### config.mk
export PLATFORM = sky130hd
export DESIGN_NAME = bus_transceiver_wake_supervision
export DESIGN_NICKNAME = d
export VERILOG_FILES = /design/src/rtl/bus_trx_pkg.sv /design/src/rtl/bus_dominance_timer.sv /design/src/rtl/bus_transceiver_wake_supervision.sv /design/src/rtl/event_fifo.sv
export VERILOG_INCLUDE_DIRS = /design/src /design/src/rtl
export SDC_FILE = /design/constraint.sdc
export NUM_CORES = 1
export LEC_CHECK = 0
export BUFFER_PORTS_ARGS = -buffer_cell sky130_fd_sc_hd__buf_2
export CAP_MARGIN = 30
export CORE_MARGIN = 2
export CORE_UTILIZATION = 40
export DETAILED_ROUTE_END_ITERATION = 10
export GPL_ROUTABILITY_DRIVEN = 1
export PLACE_DENSITY = 0.57
export SYNTH_ARGS = -nofsm -noshare
export SYNTH_HDL_FRONTEND = slang
export SYNTH_SLANG_ARGS = --single-unit
### constraint.sdc
create_clock -name REF_CLK -period 3.7 [get_ports REF_CLK]
set_input_delay 0 -clock REF_CLK [delete_from_list [all_inputs] [get_ports REF_CLK]]
set_output_delay 0 -clock REF_CLK [all_outputs]
set_load 0.1 [all_outputs]
### src/rtl/bus_trx_consts.svh
// Timing, sizing and reset constants of the transceiver supervision block
`ifndef BUS_TRX_CONSTS_SVH
`define BUS_TRX_CONSTS_SVH

// Reference clock rate in MHz (25 ns period)
`define REF_CLK_MHZ 32'd40

// Transmit dominant time-out, least time in microseconds
`define TRANSMIT_DOMINANT_TIMEOUT_US 32'd1000
// Bus clamp time-out, least time in microseconds, kept above the transmit time-out
`define BUS_CLAMP_TIMEOUT_US 32'd2000
// Silence time before ground termination, least time in microseconds
`define SILENCE_TIME_US 32'd1000000

// Cycle counts derived from the times; whole microseconds give whole cycles
`define TRANSMIT_DOMINANT_TIMEOUT_CYCLES_DEF (`TRANSMIT_DOMINANT_TIMEOUT_US * `REF_CLK_MHZ)
`define BUS_CLAMP_TIMEOUT_CYCLES_DEF (`BUS_CLAMP_TIMEOUT_US * `REF_CLK_MHZ)
`define SILENCE_TIME_CYCLES_DEF (`SILENCE_TIME_US * `REF_CLK_MHZ)

// Event buffer geometry
`define EVENT_FIFO_DEPTH 8
`define EVENT_WIDTH 4

// Reset values of the pin-facing outputs
`define RESET_IRQ_OUT_N 1'b1
`define RESET_RECEIVE_OUT 1'b1
`define RESET_DRIVER_TX 1'b1

`endif

### src/rtl/bus_trx_pkg.sv
// Types shared by the transceiver supervision block
package bus_trx_pkg;

    // Device mode as reported by the device-level mode machine, Gray along the usual path
    typedef enum logic [2:0]
    {
        DEV_NORMAL = 3'h0,
        DEV_STOP = 3'h1,
        DEV_SLEEP = 3'h3,
        DEV_RESTART = 3'h2,
        DEV_FAILSAFE = 3'h6
    } device_mode_e;

    // Transceiver mode field; the upper bit selects normal or receive-only
    typedef enum logic [1:0]
    {
        TRX_OFF = 2'h0,
        TRX_WAKE = 2'h1,
        TRX_RXONLY = 2'h2,
        TRX_NORMAL = 2'h3
    } trx_mode_e;

    // Bus termination selection towards the analog bias stage
    typedef enum logic [1:0]
    {
        TERM_FLOAT = 2'h0,
        TERM_HALF = 2'h1,
        TERM_FIXED_2V5 = 2'h2,
        TERM_GND = 2'h3
    } term_e;

    // One event record in the event buffer
    typedef struct packed
    {
        logic supply_low;
        logic clamp;
        logic tx_timeout;
        logic wake;
    } event_s;

endpackage

### src/rtl/bus_dominance_timer.sv
// Saturating cycle timer that expires after a run of LIMIT cycles
module bus_dominance_timer
#(
    parameter logic [31:0] LIMIT = 32'h1
)
(
    input wire logic clk,
    input wire logic rst_n,
    input wire logic run,
    output logic expired
);

    logic [31:0] count; // Cycles spent with run high

    // Restart on every drop of run; hold at the limit so it never wraps
    always_ff @(posedge clk or negedge rst_n)
    begin
        if (!rst_n)
            count <= 32'h0;
        else if (!run)
            count <= 32'h0;
        else if (count != LIMIT)
            count <= count + 32'h1;
    end

    // Only meaningful while the condition still holds
    assign expired = run && (count == LIMIT);

endmodule

### src/rtl/bus_transceiver_wake_supervision.sv
// Mode supervision of the high-speed bus transceiver: wake, termination, time-outs, supply
`include "bus_trx_consts.svh"

module bus_transceiver_wake_supervision
    import bus_trx_pkg::*;
#(
    parameter logic [31:0] TRANSMIT_DOMINANT_TIMEOUT_CYCLES = `TRANSMIT_DOMINANT_TIMEOUT_CYCLES_DEF,
    parameter logic [31:0] BUS_CLAMP_TIMEOUT_CYCLES = `BUS_CLAMP_TIMEOUT_CYCLES_DEF,
    parameter logic [31:0] SILENCE_TIME_CYCLES = `SILENCE_TIME_CYCLES_DEF
)
(
    input wire logic REF_CLK,
    input wire logic RESET_N,
    input wire logic [2:0] DEVICE_MODE,
    input wire logic [1:0] TRX_MODE,
    input wire logic WATCHDOG_ENABLED,
    input wire logic WATCHDOG_ON_BUS_WAKE,
    input wire logic BUS_WAKE_DETECT,
    input wire logic BUS_TRANSMIT_IN,
    input wire logic BUS_RX_RAW,
    input wire logic SUPPLY_UV_IN,
    input wire logic WAKE_STATUS_CLEAR,
    input wire logic FAULT_CLEAR,
    input wire logic SUPPLY_LOW_CLEAR,
    input wire logic EVENT_READY,
    output logic IRQ_OUT_N,
    output logic BUS_RECEIVE_OUT,
    output logic DRIVER_TX,
    output logic DRIVER_ENABLE,
    output logic [1:0] TERM_SEL,
    output logic WAKE_SOURCE_STATUS,
    output logic FAULT_FLAG,
    output logic TRANSCEIVER_SUPPLY_LOW_FLAG,
    output logic MODE_RESTART_REQ,
    output logic WATCHDOG_AUTO_ENABLE,
    output logic EVENT_VALID,
    output logic [3:0] EVENT_DATA
);

    // Index of each timer in the generated bank
    localparam int TMR_TX = 0;
    localparam int TMR_CLAMP = 1;
    localparam int TMR_SILENCE = 2;
    localparam int TMR_COUNT = 3;

    // Clamp limit is pushed past the transmit limit if a bench shortens them badly
    localparam logic [31:0] CLAMP_LIMIT =
        (BUS_CLAMP_TIMEOUT_CYCLES > TRANSMIT_DOMINANT_TIMEOUT_CYCLES) ?
        BUS_CLAMP_TIMEOUT_CYCLES : (TRANSMIT_DOMINANT_TIMEOUT_CYCLES + 32'h1);

    // Limits of the timer bank, all overridable counts
    localparam logic [31:0] TIMER_LIMIT [TMR_COUNT] =
        '{TRANSMIT_DOMINANT_TIMEOUT_CYCLES, CLAMP_LIMIT, SILENCE_TIME_CYCLES};

    // Decoded modes
    device_mode_e dev_mode; // Current device mode
    trx_mode_e trx_mode; // Current transceiver mode
    device_mode_e prev_dev; // Device mode one cycle ago
    trx_mode_e prev_trx; // Transceiver mode one cycle ago

    assign dev_mode = device_mode_e'(DEVICE_MODE);
    assign trx_mode = trx_mode_e'(TRX_MODE);

    wire trx_normal = (trx_mode == TRX_NORMAL);
    wire trx_rxonly = (trx_mode == TRX_RXONLY);
    wire trx_wake = (trx_mode == TRX_WAKE);
    // Upper mode bit alone gates the supply monitor
    wire monitor_en = TRX_MODE[1];
    wire dev_awake = (dev_mode == DEV_NORMAL) || (dev_mode == DEV_STOP);
    wire dev_low_power = (dev_mode == DEV_SLEEP) || (dev_mode == DEV_RESTART) ||
        (dev_mode == DEV_FAILSAFE);
    wire dev_rearm_mode = (dev_mode == DEV_STOP) || (dev_mode == DEV_SLEEP) ||
        (dev_mode == DEV_FAILSAFE);

    // State registers
    logic woken; // Wake seen, capability disarmed
    logic tx_blocked; // Transmitter held recessive after time-out
    logic clamp_seen; // Clamp already reported for this dominant run
    logic uv_seen; // Undervoltage already reported
    event_s pending; // Events waiting for buffer space

    // Timer bank outputs
    logic [TMR_COUNT-1:0] timer_run; // Condition under measurement
    logic [TMR_COUNT-1:0] timer_expired; // Condition held past its limit

    // Transmit dominant is low, bus dominant is receiver low
    assign timer_run[TMR_TX] = trx_normal && !BUS_TRANSMIT_IN;
    assign timer_run[TMR_CLAMP] = (trx_normal || trx_rxonly) && !BUS_RX_RAW;
    // Restarts on every entry into wake-capable mode
    assign timer_run[TMR_SILENCE] = trx_wake;

    // One timer per supervised condition
    genvar gi;
    generate
        for (gi = 0; gi < TMR_COUNT; gi++)
        begin : g_timer
            bus_dominance_timer
            #(
                .LIMIT(TIMER_LIMIT[gi])
            )
            u_timer
            (
                .clk(REF_CLK),
                .rst_n(RESET_N),
                .run(timer_run[gi]),
                .expired(timer_expired[gi])
            );
        end
    endgenerate

    // Rearm sources: leaving wake-capable mode, or entering a rearming device mode
    wire trx_left_wake = (prev_trx == TRX_WAKE) && !trx_wake;
    wire dev_entered_rearm = (dev_mode != prev_dev) && dev_rearm_mode;
    wire rearm = trx_left_wake || dev_entered_rearm;

    // A wake counts only while armed in wake-capable mode; further patterns ignored
    wire wake_event = BUS_WAKE_DETECT && trx_wake && !woken;
    // Wake wins over a rearm in the same cycle
    wire next_woken = wake_event || (woken && !rearm);

    // Interrupt only from Normal or Stop; low-power exits stay silent
    wire wake_irq = wake_event && dev_awake;
    wire wake_restart = wake_event && dev_low_power;
    // Watchdog switched on only from Stop and only if software opted in
    wire wake_wd = wake_event && (dev_mode == DEV_STOP) && !WATCHDOG_ENABLED &&
        WATCHDOG_ON_BUS_WAKE;

    // Flags: hardware set beats software clear
    wire next_irq_pending = wake_irq || (!IRQ_OUT_N && !WAKE_STATUS_CLEAR);
    wire next_wake_status = wake_event || (WAKE_SOURCE_STATUS && !WAKE_STATUS_CLEAR);

    // Transmit time-out holds until the input goes recessive or the mode leaves Normal
    wire tx_timeout_rise = timer_expired[TMR_TX] && !tx_blocked;
    wire next_tx_blocked = timer_expired[TMR_TX] ||
        (tx_blocked && !BUS_TRANSMIT_IN && trx_normal);
    wire clamp_rise = timer_expired[TMR_CLAMP] && !clamp_seen;
    wire next_fault = tx_timeout_rise || clamp_rise ||
        (FAULT_FLAG && !FAULT_CLEAR);

    // Undervoltage seen only while the monitor is enabled
    wire uv_now = monitor_en && SUPPLY_UV_IN;
    wire uv_rise = uv_now && !uv_seen;
    wire next_supply_low = uv_rise ||
        (TRANSCEIVER_SUPPLY_LOW_FLAG && !SUPPLY_LOW_CLEAR);

    // Driver active only in Normal, not timed out and with good supply
    wire tx_allowed = trx_normal && !tx_blocked && !uv_now;
    wire next_driver_tx = tx_allowed ? BUS_TRANSMIT_IN : `RESET_DRIVER_TX;

    // Receive output: wake signalling in wake mode, receiver copy in Normal/receive-only
    wire next_receive_out = trx_wake ? !next_woken :
        (monitor_en ? BUS_RX_RAW : `RESET_RECEIVE_OUT);

    // Termination per transceiver mode
    term_e term_wake; // Choice inside wake-capable mode
    term_e term_rx; // Choice inside receive-only mode
    term_e next_term; // Selected termination

    // Unless woken, the bias is left at half supply before silence expires
    assign term_wake = woken ? TERM_FIXED_2V5 :
        (timer_expired[TMR_SILENCE] ? TERM_GND : TERM_HALF);
    assign term_rx = uv_now ? TERM_FIXED_2V5 : TERM_HALF;
    assign next_term = trx_normal ? TERM_HALF :
        trx_rxonly ? term_rx :
        trx_wake ? term_wake : TERM_FLOAT;

    // Event records; buffer back-pressure leaves them accumulated here
    event_s new_events; // Events raised this cycle
    logic push_ready; // Buffer has room
    logic [3:0] fifo_out; // Head of buffer

    assign new_events.wake = wake_event;
    assign new_events.tx_timeout = tx_timeout_rise;
    assign new_events.clamp = clamp_rise;
    assign new_events.supply_low = uv_rise;

    wire push_valid = (pending != '0);
    wire pushed = push_valid && push_ready;
    // New bits are merged in even while a push is under way
    wire [3:0] next_pending = (pushed ? 4'h0 : pending) | new_events;

    // Mode history for rearm detection
    always_ff @(posedge REF_CLK or negedge RESET_N)
    begin
        if (!RESET_N)
        begin
            prev_dev <= DEV_NORMAL;
            prev_trx <= TRX_OFF;
        end
        else
        begin
            prev_dev <= dev_mode;
            prev_trx <= trx_mode;
        end
    end

    // Wake and interrupt state
    always_ff @(posedge REF_CLK or negedge RESET_N)
    begin
        if (!RESET_N)
        begin
            woken <= 1'b0;
            IRQ_OUT_N <= `RESET_IRQ_OUT_N;
            WAKE_SOURCE_STATUS <= 1'b0;
        end
        else
        begin
            woken <= next_woken;
            IRQ_OUT_N <= !next_irq_pending;
            WAKE_SOURCE_STATUS <= next_wake_status;
        end
    end

    // Mode requests towards the device-level mode machine; never a Stop-to-Normal move
    always_ff @(posedge REF_CLK or negedge RESET_N)
    begin
        if (!RESET_N)
        begin
            MODE_RESTART_REQ <= 1'b0;
            WATCHDOG_AUTO_ENABLE <= 1'b0;
        end
        else
        begin
            MODE_RESTART_REQ <= wake_restart;
            WATCHDOG_AUTO_ENABLE <= wake_wd;
        end
    end

    // Fault and supply supervision; mode inputs are never written back
    always_ff @(posedge REF_CLK or negedge RESET_N)
    begin
        if (!RESET_N)
        begin
            tx_blocked <= 1'b0;
            clamp_seen <= 1'b0;
            uv_seen <= 1'b0;
            FAULT_FLAG <= 1'b0;
            TRANSCEIVER_SUPPLY_LOW_FLAG <= 1'b0;
        end
        else
        begin
            tx_blocked <= next_tx_blocked;
            clamp_seen <= timer_expired[TMR_CLAMP];
            uv_seen <= uv_now;
            FAULT_FLAG <= next_fault;
            TRANSCEIVER_SUPPLY_LOW_FLAG <= next_supply_low;
        end
    end

    // Pin-facing outputs, all registered
    always_ff @(posedge REF_CLK or negedge RESET_N)
    begin
        if (!RESET_N)
        begin
            DRIVER_TX <= `RESET_DRIVER_TX;
            DRIVER_ENABLE <= 1'b0;
            BUS_RECEIVE_OUT <= `RESET_RECEIVE_OUT;
            TERM_SEL <= TERM_FLOAT;
        end
        else
        begin
            DRIVER_TX <= next_driver_tx;
            DRIVER_ENABLE <= tx_allowed;
            BUS_RECEIVE_OUT <= next_receive_out;
            TERM_SEL <= next_term;
        end
    end

    // Event accumulator in front of the buffer
    always_ff @(posedge REF_CLK or negedge RESET_N)
    begin
        if (!RESET_N)
            pending <= '0;
        else
            pending <= next_pending;
    end

    // Event buffer; a stalled reader makes it fill and the accumulator hold
    event_fifo
    #(
        .WIDTH(`EVENT_WIDTH),
        .DEPTH(`EVENT_FIFO_DEPTH)
    )
    u_event_fifo
    (
        .clk(REF_CLK),
        .rst_n(RESET_N),
        .in_valid(push_valid),
        .in_ready(push_ready),
        .in_data(pending),
        .out_valid(EVENT_VALID),
        .out_ready(EVENT_READY),
        .out_data(fifo_out)
    );

    assign EVENT_DATA = fifo_out;

endmodule

### src/rtl/event_fifo.sv
// Synchronous FIFO with valid/ready on both sides
module event_fifo
#(
    parameter int WIDTH = 4,
    parameter int DEPTH = 8
)
(
    input wire logic clk,
    input wire logic rst_n,
    input wire logic in_valid,
    output logic in_ready,
    input wire logic [WIDTH-1:0] in_data,
    output logic out_valid,
    input wire logic out_ready,
    output logic [WIDTH-1:0] out_data
);

    localparam int AW = $clog2(DEPTH);

    logic [WIDTH-1:0] mem [DEPTH]; // Storage words
    logic [AW-1:0] wr_ptr; // Next slot to write
    logic [AW-1:0] rd_ptr; // Oldest slot
    logic [AW:0] fill; // Words held

    wire push = in_valid && in_ready;
    wire pop = out_valid && out_ready;

    assign in_ready = (fill != DEPTH[AW:0]);
    assign out_valid = (fill != '0);
    assign out_data = mem[rd_ptr];

    // Pointer and fill bookkeeping; wrap works since DEPTH is a power of two
    always_ff @(posedge clk or negedge rst_n)
    begin
        if (!rst_n)
        begin
            wr_ptr <= '0;
            rd_ptr <= '0;
            fill <= '0;
        end
        else
        begin
            if (push)
                wr_ptr <= wr_ptr + 1'b1;
            if (pop)
                rd_ptr <= rd_ptr + 1'b1;
            if (push && !pop)
                fill <= fill + 1'b1;
            else if (pop && !push)
                fill <= fill - 1'b1;
        end
    end

    // Storage write, no reset needed on data
    always_ff @(posedge clk)
    begin
        if (push)
            mem[wr_ptr] <= in_data;
    end

endmodule

* Yosys cells after proc, flatten, opt, wreduce, memory -nomap -nowiden
Memory sizes are Yosys's and may differ from the RTL's.
Cells that the tools add are included.
** Storage, ports and cells
- Word-level logic and storage cells :: 141
- Memories :: 1
- Output and inout bits :: 16
- Bits of input ports :: 17
- Memory bits (writable) :: 32
- Flip-flop bits (word level) :: 130
** Cells by class
- Reductions and logical operators :: 67
- Eq/ne operators :: 19
- Add/sub/neg operators :: 7
- Multiplexer cells :: 20
- Bitwise operators :: 1
** Memories
- u_event_fifo.mem :: depth 8, bits a word 4, rd ports 1, clocked after memory_dff 0, wr ports 1, line event_fifo.sv:20 : logic [WIDTH-1:0] mem [DEPTH];
** Operators with widths (number)
- $mux 32 :: 6
- $add 32x1->32 const B :: 3
- $eq 32x16->1 const B :: 1
- $eq 32x17->1 const B :: 1
- $eq 32x26->1 const B :: 1
- $ne 32x16->1 const B :: 1
- $ne 32x17->1 const B :: 1
- $ne 32x26->1 const B :: 1
- $logic_and 1x1->1 :: 31
- $logic_not 1->1 :: 18
- $logic_or 1x1->1 :: 14
- $mux 2 :: 6
- $mux 4 :: 3
- $reduce_bool 4->1 :: 2
- $add 3x1->3 const B :: 2
- $eq 3x2->1 const B :: 2
- $ne 2x2->1 const B :: 3
- $mux 1 :: 5
- $add 4x1->4 const B :: 1
- $eq 2x1->1 const B :: 2
- $eq 2x2->1 const B :: 2
- $ne 4x4->1 const B :: 1
- $or 4x4->4 :: 1
- $sub 4x1->4 const B :: 1
- other kinds (5) :: 5

* Logic depth before layout (Yosys ltp)
Gate-level depths: netlist of run 1.
- Depth in word-level cells :: 10
- Mapped depth :: 9
- Gate-level depth less buffers :: 9

* Modules after synthesis
From an unflattened synthesis of run 1, not the netlist that was laid out.
** Second synthesis, totals
- Cells, all modules :: 760
- Area total of the unflattened synthesis :: 8195.4 µm²
** Modules (own cells, without submodules)
- event_fifo :: times used 1, seq. area each 1211.2 µm², area each 1855.5 µm², cells an instance 108
- bus_dominance_timer (g_timer[1].u_timer) :: times used 1, seq. area each 800.8 µm², area each 1843.0 µm², cells an instance 193
- bus_dominance_timer (g_timer[2].u_timer) :: times used 1, seq. area each 800.8 µm², area each 1820.5 µm², cells an instance 192
- bus_dominance_timer (g_timer[0].u_timer) :: times used 1, seq. area each 800.8 µm², area each 1783.0 µm², cells an instance 193
- bus_transceiver_wake_supervision :: times used 1, seq. area each 604.3 µm², area each 893.4 µm², cells an instance 74

* Worst setup path before layout of run 1
Ideal clock, no wire load.
- Path type :: register to register
- Start :: reg u_event_fifo.fill[2]
- End :: reg u_event_fifo.fill[3]
- Setup slack :: 745 ps
- Stages on the path, launching flop included :: 10
- Period minus slack after synthesis :: 2955 ps
- Data required time :: 3620 ps
- Setup time :: 80 ps
- Path buffers :: 0
- Arrival time :: 2875 ps
- Cells stage by stage :: dfrtp_1 or4_1 nand2_1 ha_1 inv_1 ha_1 a21o_1 a21oi_1 mux2i_1 xnor2_1
** On the way
- Longest elaborated chain between the ends :: 5
- Elaborated cells between the ends (all ways) :: 13
- Classes of those cells :: add/sub: 2; eq/ne: 1; mux: 2; reduce/logical: 8
** Ends and longest elaborated chain
- from (decl) :: line event_fifo.sv:23 : logic [AW:0] fill;
- from (signal assigned) :: line event_fifo.sv:48 : fill <= fill + 1'b1;
- from (signal assigned) :: line event_fifo.sv:50 : fill <= fill - 1'b1;
- $reduce_bool 4->1 (*) :: line event_fifo.sv:29 : assign out_valid = (fill != '0);
- net EVENT_VALID :: line bus_transceiver_wake_supervision.sv:36 : output logic EVENT_VALID,
- $logic_and 1x1->1 (*) :: line event_fifo.sv:26 : wire pop = out_valid && out_ready;
- $logic_not 1->1 :: line event_fifo.sv:47 : if (push && !pop)
- $logic_and 1x1->1 :: line event_fifo.sv:47
- $mux 4 or $reduce_bool 2->1 (tied branches)
Mark *: on every way through the listed nets, which the timed path passes. The rest lies on a longest branch. The select of a mux whose other input is x is not followed.
A chain may end at the register's enable or synchronous reset.

* Worst setup path after layout of run 1
- Start :: reg u_event_fifo.fill[2]
- End :: reg u_event_fifo.fill[3]
** On the way
- Longest elaborated chain between the ends :: 5
- Elaborated cells between the ends (all ways) :: 13
- Classes of those cells :: add/sub: 2; eq/ne: 1; mux: 2; reduce/logical: 8
** Ends and longest elaborated chain
- branches (longest 5 deep; another with $sub 4x1->4)
Parallel ways; which one is timed is not known. The select of a mux whose other input is x is not followed.

==> results.cfg, run 1 <==
[power_and_ir_drop]
power_mw = 4.72
p_leak_nw = 3.42
powerDensity_nw_per_um2 = 514
ir_drop_v = 0.000233

[setup_path]
startpoint_type = register
crit_start = u_event_fifo.fill[2]
path_max_fanout = 4
cp.required_ns = 4.05
cp_slowest_cell = or4_1
r2r-start = u_event_fifo.fill[2]
path_class = register to register
arrival_ns = 2.95
end_kind = register
max_stage_delay_ns = 0.58
crit_chain = or4_1 > nand2_1 > ha_1 > inv_1 > ha_1 > a21o_1 > a21oi_1 > mux2i_1 > xnor2_1
crit_top_cell = ha_1

[final_layout]
syn2layout_area_growth_pct = 14.2
drive_gt1_frac = 0.120
multi_input_area_um2 = 3590
final_util = 0.468
design_area_um2 = 9180
final_cell_mix = 127 x dfrtp_1, 63 x a21oi_1, 46 x nand2_1, 44 x nor2_1, 40 x nand3_1
register_area_um2 = 4220
antenna_cells = 0
mostFrequentLayoutCell = dfrtp_1
layout.nets = 824
fillers = 1795
stdcell_count = 1073

[clock_tree]
clk_latency_ns = 0.43
cts_tree = done
cts_root_buf = clkbuf_16
cts.repair.resized = 0
cts_hold_buf = 15
htreeDepth = 4
clock_sinks = 162
numCtsBuffers = 17
clock_path_buffers = 2
post_cts_buffers = 0
clk_pin_slew_worst_paths_ns = 0.07

[drt]
wirelength_um = 17700
ant_nets = 0
drc = 0
firstDrtPassIters = 4
viasPerCell = 5.74
drt_iter0_drc = 321
via_count = 6157
wl_per_cell_um = 16.5

[place]
place_congestion = 0.822
dpl_cell_area_um2 = 8440
dp_hpwl_um = 11800
dp.cells = 1026
place_ws_ns = 1.15
port_buffers = 32

[min_path]
worstHoldStart = BUS_RX_RAW
hp-class = primary input to register

[synthesis]
ys_types = 54
synth_enable_flop_cells = 32
yosys_warnings = 0
syn-cell-area_um2 = 8040
ys_seq_area_frac = 0.525
postSynthAreaPerCell_um2 = 10.6
ys_seq_elements = 162
async_flop_share = 0.802
synthCells = 760
synth_ff_type = dfrtp_1
syn_nets = 789

[sta]
period_share = 0.704
relSlewSlack = 0.337
setup_viol_count_final = 0
skew_ns = 0.00767
hold-worst-slack_ns = -0.000469
timing.fmax_mhz = 384
tns_ns = 0
rsz0062_at_grt = false
layout_min_cycle_time_ns = 2.60
fin_ws_ns = 1.10
hold_violations = 1
worst_pin_slew_ns = 0.994
final-max-slew-violation-count = 0

[floorplan]
die_w_um = 146
core_um2 = 19600
die_area_um2 = 21200
num_rows = 51
start_util = 0.410
boundaryPins = 33
die_y_um = 146

[global_route]
grt_pass1_wl_um = 30300
grt_pass1_vias = 6088
overflow = 0
grt.total_usage = 0.174
antenna_found_initial = 0
grt_max_degree = 86

[run]
max-cap-violations = 0

[outcome]
status = complete, but fails checks
failed_checks = hold timing
==> power breakdown <==
part | switching (mW) | internal (mW) | leakage, nW
Clock | 0.794 | 0.957 | 0.283
Combinational | 0.582 | 0.308 | 1.07
Sequential | 0.142 | 1.93 | 2.07
Total | 1.52 | 3.20 | 3.42
==> flip-flops by register name, summed over array words and instances, names as in the netlist, 2 cells and up <==
signal / count
g_timer.u_timer.count: 96
u_event_fifo.rd_ptr: 3
prev_dev: 3
u_event_fifo.mem: 32
TERM_SEL: 2
pending: 4
u_event_fifo.wr_ptr: 3
prev_trx: 2
u_event_fifo.fill: 4
==> synthesized netlist by cell type (all sizes together) (21+ instances only) <==
library cell	instances	area [um^2]
nor2	44	165
o31ai	34	255
a21oi	63	315
edfxtp	32	961
clkbuf	29	109
and4	21	184
nand2	46	173
nand4	39	259
nor4	21	131
o21ai	24	120
or4	36	270
dfrtp	127	3180
xnor2	22	193
nand3	42	220
==> metal layers <==
metal / GRT usage / part of all wire / vias up
met5: 0 / 0 / -
met4: 0.0642 / 0.017 / 0
met3: 0.0348 / 0.028 / 27
met2: 0.283 / 0.49 / 106
met1: 0.231 / 0.47 / 3053
li1: - / - / 2971
==> kinds of logic (layout without fill, tap and decap cells) <==
| logic type | count (synthesis) | count (layout) | share of synthesized area |
|---|---|---|---|
| xor+xnor | 38 | 38 | 0.0414 |
| fa+ha+maj | 12 | 12 | 0.0196 |
| flops | 162 | 162 | 0.525 |
| mux | 19 | 19 | 0.0372 |
| simple gates | 338 | 338 | 0.248 |
| buf+inv | 55 | 103 | 0.0277 |
| compound gates | 136 | 136 | 0.101 |
==> path summary, 6_finish.rpt <==
| kind | end | slack [ns] | cells past startpoint |
|---|---|---|---|
| max in group asynchronous | DRIVER_TX | 2.96 | 3 |
| worst max-delay path | u_event_fifo.fill[3] | 1.10 | 9 |
| min in group asynchronous | WAKE_SOURCE_STATUS | 0.01 | 2 |
| worst min-delay path | g_timer[1].u_timer.count[30] | -0.0005 | 4 |
| worst max register to register | u_event_fifo.fill[3] | 1.10 | 9 |
| worst min register to register | TRANSCEIVER_SUPPLY_LOW_FLAG | 0.48 | 1 |
==> critical path, delay by kind of cell, from the launching register on <==
family | cells | cell delay (ns)
AOI/OAI and AO/OA | 2 | 0.37
xor gates and xnor gates | 1 | 0.15
adders and majority gates | 2 | 0.48
buffers and inverters | 1 | 0.10
DFF | 1 | 0.42
muxes | 1 | 0.27
and+or+nand+nor | 2 | 0.74
==> final cells by class <==
| type | count | area share |
|---|---|---|
| inverters | 19 | 0.00777 |
| multi-input cells | 543 | 0.392 |
| clock inverters | 15 | 0.0177 |
| repair buffers | 52 | 0.0408 |
| well taps | 265 | 0.0361 |
| flip-flops and latches | 162 | 0.460 |
| clock buffers | 17 | 0.0464 |
Note: power is estimated with default switching activity, not from simulation.
==> run 2: changes to the inputs <==
- clock period: 3.7 -> 2.4 ns (I/O delays scaled with it)
==> run 2 against run 1 <==
Compared with the run above: combinational power is 66% higher; hold slack better by 0.022 ns; the run now ends clean; total power is 59% higher; cell area up 2.1%; global-route usage is 0.51 points higher; core utilization is 0.98 points higher; final cell count increased by 1.7%; clock power up 61%; register-to-register slack lost 1.1 ns; clock skew up 0.0042 ns; maximum frequency up 10%; clock-buffer cell count increased by 3.
==> results.cfg, run 2 (synthesis gave the netlist of run 1 again) <==
[clock_tree]
cts_tree = done
clock_path_buffers = 2
cts_root_buf = clkbuf_16
clock_sinks = 162
htreeDepth = 4
numCtsBuffers = 17
clk_latency_ns = 0.43
clk_pin_slew_worst_paths_ns = 0.06

[sta]
setup_viol_count_final = 0
timing.fmax_mhz = 422
hold_violations = 0
layout_min_cycle_time_ns = 2.37
hold-worst-slack_ns = 0.0211
skew_ns = 0.0119
relSlewSlack = 0.519
period_share = 0.986
final-max-slew-violation-count = 0
fin_ws_ns = 0.0330
worst_pin_slew_ns = 0.721

[place]
place_congestion = 0.766
dp_hpwl_um = 12300
place_ws_ns = 0.0285
port_buffers = 32
dpl_cell_area_um2 = 8590

[global_route]
met2_usage = 0.299
grt_busiest_layer = met2
antenna_found_initial = 0
grt_pass1_wl_um = 30800
grt_max_degree = 56
overflow = 0
grtUsageMet1 = 0.231
grt_pass1_vias = 6117
grt.total_usage = 0.179
gr-usage-met3 = 0.0429

[run]
max-cap-violations = 0

[power_and_ir_drop]
p_leak_nw = 3.51
power_mw = 7.49
ir_drop_v = 0.000446
powerDensity_nw_per_um2 = 799

[final_layout]
fillers = 1801
largest_reg_flops = 96
design_area_um2 = 9370
top_register = g_timer.u_timer.count
top_regs = g_timer.u_timer.count x96, u_event_fifo.mem x32
final_cell_mix = 125 x dfrtp_1, 62 x a21oi_1, 45 x nand2_1, 44 x nor2_1, 40 x nand3_1
syn2layout_area_growth_pct = 16.6
antenna_cells = 0
layout.nets = 842
multi_input_area_um2 = 3640
register_area_um2 = 4220
mostFrequentLayoutCell = dfrtp_1
drive_gt1_frac = 0.149

[setup_path]
crit_chain = or4_4 > nand2_4 > ha_4 > inv_4 > ha_4 > a21o_1 > a21oi_2 > mux2i_1 > xnor2_1
crit_top_cell = ha_4
ff2ff_setup_slack_ns = 0.03
max_stage_delay_ns = 0.58
startpoint_type = register
r2r-start = u_event_fifo.fill[2]
arrival_ns = 2.71
path_max_fanout = 4
r2r-end = u_event_fifo.fill[3]
path_class = register to register
end_kind = register
cp_slowest_cell = or4_4
reg2reg_depth = 9
cp.required_ns = 2.75

[drt]
via_count = 6238
wl_per_cell_um = 16.7
drc = 0
viasPerCell = 5.72
ant_nets = 0
drt_iter0_drc = 396
wirelength_um = 18300
firstDrtPassIters = 5

[floorplan]
die_w_um = 146
num_rows = 51
die_y_um = 146
die_area_um2 = 21200
start_util = 0.410
core_um2 = 19600
boundaryPins = 33

[min_path]
worstHoldStart = BUS_RX_RAW
hp-class = primary input to register
holdPathStages = 4
holdPathEnd = g_timer[1].u_timer.count[29]

[outcome]
status = finished clean
## run 2: cell types whose count changed in the layout (fill, tap and decap cells not counted), sizes merged
| cell | delta |
|---|---|
| bufinv | +2 |
| buf | +19 |
| clkbuf | +3 |
| dlygate4sd3 | -1 |
| inv | -7 |
| clkinvlp | +1 |
| clkinv | +1 |
## run 2: critical path: cells and delay by family (launching register included)
kind / cells / cell delay (ns)
fa+ha+maj: 2 / 0.36
mux: 1 / 0.27
buf+inv: 1 / 0.05
flops: 1 / 0.43
xor+xnor: 1 / 0.16
simple gates: 2 / 0.69
compound gates: 2 / 0.33
## run 2: metrics by stage
step / TNS (ns) / instances / utilization
2_1_floorplan: 0 / 760 / -
3_3_place_gp: 0 / 1043 / 0.439
6_report: 0 / 1091 / 0.478
3_5_place_dp: 0 / 1043 / 0.439
4_1_cts: 0 / 1089 / 0.477
5_1_grt: -0.0364 / 1091 / 0.478
## run 2: worst max path at each step
stage / end / startpoint / depth (start not counted) / slack [ns]
2_1_floorplan: u_event_fifo.fill[3] / u_event_fifo.fill[0] / 9 / 0.004
3_3_place_gp: u_event_fifo.fill[3] / u_event_fifo.fill[0] / 9 / 0.16
3_5_place_dp: u_event_fifo.fill[3] / u_event_fifo.fill[0] / 9 / 0.03
4_1_cts: u_event_fifo.fill[3] / u_event_fifo.fill[0] / 9 / 0.02
5_1_grt: u_event_fifo.fill[3] / u_event_fifo.fill[2] / 9 / -0.04
6_report: u_event_fifo.fill[3] / u_event_fifo.fill[2] / 9 / 0.03
## run 2: cell type report
type | instances | share of cell area
sequential | 162 | 0.450
multi-input combinational | 543 | 0.389
timing repair buffer | 70 | 0.0533
clock buffer | 20 | 0.0477
tap | 265 | 0.0354
clock inverter | 12 | 0.0168
inverter | 19 | 0.00788
## run 2: per-layer routing
metal | vias up | part of all wire
li1 | 3004 | -
met1 | 3121 | 0.46
met5 | - | 0
met3 | 24 | 0.030
met2 | 89 | 0.50
met4 | 0 | 0.014
## run 2: power by group
group          leakage, nW  switching [mW]  internal, mW
Clock                0.287            1.14          1.67
Combinational         1.16           0.931         0.548
Sequential            2.07           0.218          2.98
Total                 3.51            2.29          5.20
## run 2: what timing repair did
item                       in CTS  in global routing
setup endpoints to repair       0                  4
hold endpoints to repair       73                  0
buffers inserted                0                  2
resized for setup               0                  4
hold buffers                   14                  0
==> run 3: changes to the inputs <==
- ABC_AREA: default -> 1
- CORE_MARGIN: 2 -> 1.5
==> run 3 against run 2 <==
Compared with the run above: combinational power rose by 9%; sequential power shrank 2%; critical path depth increased by 3; final cell count up 46%; the run now ends with DRC left; flip-flop and latch count unchanged; via count up 24%; total power rose by 1.1%; clock power about the same; core utilization is 0.64 points lower; setup slack better by 0.14 ns; clock-buffer cell count decreased by 1; clock skew increased by 0.00052 ns.
==> results.cfg, run 3 <==
[drt]
viasPerCell = 4.87
via_count = 7740
wirelength_um = 22700
drt_iter0_drc = 595
wl_per_cell_um = 14.3
ant_nets = 0
drc = 2
firstDrtPassIters = 8

[power_and_ir_drop]
p_comb_frac = 0.214
p_clk_frac = 0.372
p_leak_nw = 4.39
p_seq_frac = 0.414
p_sw_mw = 2.67
switching_share = 0.353
internal_power_mw = 4.90
ir_drop_v = 0.000802
powerDensity_nw_per_um2 = 731

[clock_tree]
numCtsBuffers = 17
clk_latency_ns = 0.44
cts_tree = done
post_cts_buffers = 0
clock_path_buffers = 2
cts_root_buf = clkbuf_16
clock_sinks = 162
htreeDepth = 4
clk_pin_slew_worst_paths_ns = 0.08

[min_path]
holdPathEnd = g_timer[0].u_timer.count[26]
worstHoldStart = BUS_TRANSMIT_IN
holdPathStages = 5
hp-class = primary input to register

[setup_path]
reg2reg_depth = 12
path_class = register to register
startpoint_type = register
path_max_fanout = 5
arrival_ns = 2.56
r2r-start = u_event_fifo.fill[0]
ff2ff_setup_slack_ns = 0.18
end_kind = register
r2r-end = u_event_fifo.fill[3]
cp.required_ns = 2.73

[synthesis]
syn-cell-area_um2 = 9030
yosys_warnings = 0
ys_seq_elements = 162
yosys.area.top_type = dfrtp_1
synthCells = 1232
syn_nets = 1261
yosysTopAreaCellShare = 0.352
synth_enable_flop_cells = 32
ys_seq_area_frac = 0.467
synthTopCellsByArea = dfrtp_1 35%, nand2_1 15%, nor2_1 12%
synth.most_common_cell = nand2_1
synth_common_cells = 360 x nand2_1, 291 x nor2_1, 127 x dfrtp_1
ys_types = 36
postSynthAreaPerCell_um2 = 7.33
async_flop_share = 0.802
synth_ff_type = dfrtp_1

[final_layout]
drive_gt1_frac = 0.100
multi_input_area_um2 = 4310
final_cell_mix = 358 x nand2_1, 290 x nor2_1, 126 x dfrtp_1, 114 x inv_1, 82 x nand3_1
top_register = g_timer.u_timer.count
top_regs = g_timer.u_timer.count x96, u_event_fifo.mem x32
mostFrequentLayoutCell = nand2_1
largest_reg_flops = 96
final_util = 0.472
layout.nets = 1325
fillers = 2178
register_area_um2 = 4220
syn2layout_area_growth_pct = 14.7

[sta]
layout_min_cycle_time_ns = 2.22
skew_ns = 0.0124
timing.fmax_mhz = 450
period_share = 0.926
final-max-slew-violation-count = 0
worst_pin_slew_ns = 0.727
setup_viol_count_final = 0
relSlewSlack = 0.515
tns_ns = 0
hold_violations = 0

[floorplan]
boundaryPins = 33
core_um2 = 22000
start_util = 0.411
die_w_um = 153
die_y_um = 153
die_area_um2 = 23500
num_rows = 54

[global_route]
overflow = 0
grt.total_usage = 0.202
grt_max_degree = 66
grt_pass1_wl_um = 37600
grt_pass1_vias = 7426
antenna_found_initial = 1

[place]
port_buffers = 32
place_congestion = 0.909
dp_hpwl_um = 17100

[outcome]
failed_checks = DRC
status = complete, but fails checks

[run]
max-cap-violations = 0
==> run 3: changes by cell type in the layout (fill, tap and decap cells not counted), moves of 35 or more <==
cell	before	now
or4_1	35	0
inv_1	18	114
a21oi_1	62	24
nand3_1	40	82
nor2_1	44	290
nand2_1	45	358
==> run 3: worst max path at each step <==
stage / from / to / slack, ns / cells past startpoint
4_1_cts: u_event_fifo.fill[0] / u_event_fifo.fill[3] / 0.13 / 12
3_3_place_gp: u_event_fifo.fill[0] / u_event_fifo.fill[3] / 0.21 / 12
3_5_place_dp: u_event_fifo.fill[0] / u_event_fifo.fill[3] / 0.14 / 12
6_report: u_event_fifo.fill[0] / u_event_fifo.fill[3] / 0.18 / 12
5_1_grt: u_event_fifo.fill[0] / u_event_fifo.fill[3] / -0.002 / 12
2_1_floorplan: u_event_fifo.fill[0] / u_event_fifo.fill[3] / 0.12 / 11
==> run 3: kinds of logic (layout without fill, tap and decap cells) <==
kind of cell | after synthesis | in the layout | share of synthesized area
other | 0 | 1 | 0
AO/OA/AOI/OAI | 71 | 71 | 0.0420
buffers and inverters | 133 | 210 | 0.0561
XOR/XNOR | 30 | 30 | 0.0291
AND/OR/NAND/NOR | 815 | 815 | 0.378
flip-flops | 162 | 162 | 0.467
multiplexers | 9 | 9 | 0.0101
adder cells (fa/ha/maj) | 12 | 12 | 0.0175
==> run 3: what timing repair did <==
item / 4_1_cts / 5_1_grt
endpoints found under the setup margin: 0 / 1
hold endpoints to repair: 97 / 0
hold buffers: 15 / 0
resized for setup: 0 / 3
==> run 3: metrics by stage <==
stage,setup slack [ns],std cells,cell area (um^2),power (mW),hold WS [ns]
2_1_floorplan,0.117,1232,9030,4.41,-0.296
3_3_place_gp,0.208,1542,9580,4.77,0.0361
3_5_place_dp,0.140,1542,9580,4.79,0.0437
5_1_grt,-0.00235,1590,10400,7.94,0.0368
4_1_cts,0.128,1589,10400,7.64,0.0161
6_report,0.178,1590,10400,7.58,0.0126
==> run 3: routing by layer <==
layer  up-vias  global-route usage  share of wire
li1       4024                   -              -
met1      3552               0.280           0.50
met2       142               0.330           0.46
met3        22              0.0326          0.031
met4         0              0.0514         0.0092
met5         -                   0              0
==> run 3: power by group through the flow <==
stage / Combinational, mW / Clock, mW / Sequential, mW
6_report: 1.62 / 2.82 / 3.14
5_1_grt: 1.79 / 2.99 / 3.16
3_3_place_gp: 1.58 / 0 / 3.18
3_5_place_dp: 1.61 / 0 / 3.19
2_1_floorplan: 1.22 / 0 / 3.19
4_1_cts: 1.63 / 2.87 / 3.13
==> run 3: worst max-delay path, stage by stage (launching register included) <==
cell      delay (ns)
dfrtp_2         0.45
nor2_2          0.16
nand3b_1        0.16
nand2_2         0.13
inv_1           0.10
ha_1            0.24
inv_1           0.12
ha_1            0.28
a21oi_1         0.14
nand2_1         0.08
xor2_1          0.14
nand2_1         0.06
nand2_1         0.05
==> run 3: cell type report <==
| type | instances | area share |
|---|---|---|
| Antenna cell | 1 | 0.000241 |
| Clock buffer | 19 | 0.0448 |
| Clock inverter | 13 | 0.0152 |
| Inverter | 122 | 0.0442 |
| Multi-Input combinational cell | 937 | 0.416 |
| Sequential cell | 162 | 0.407 |
| Tap cell | 280 | 0.0338 |
| Timing Repair Buffer | 56 | 0.0383 |
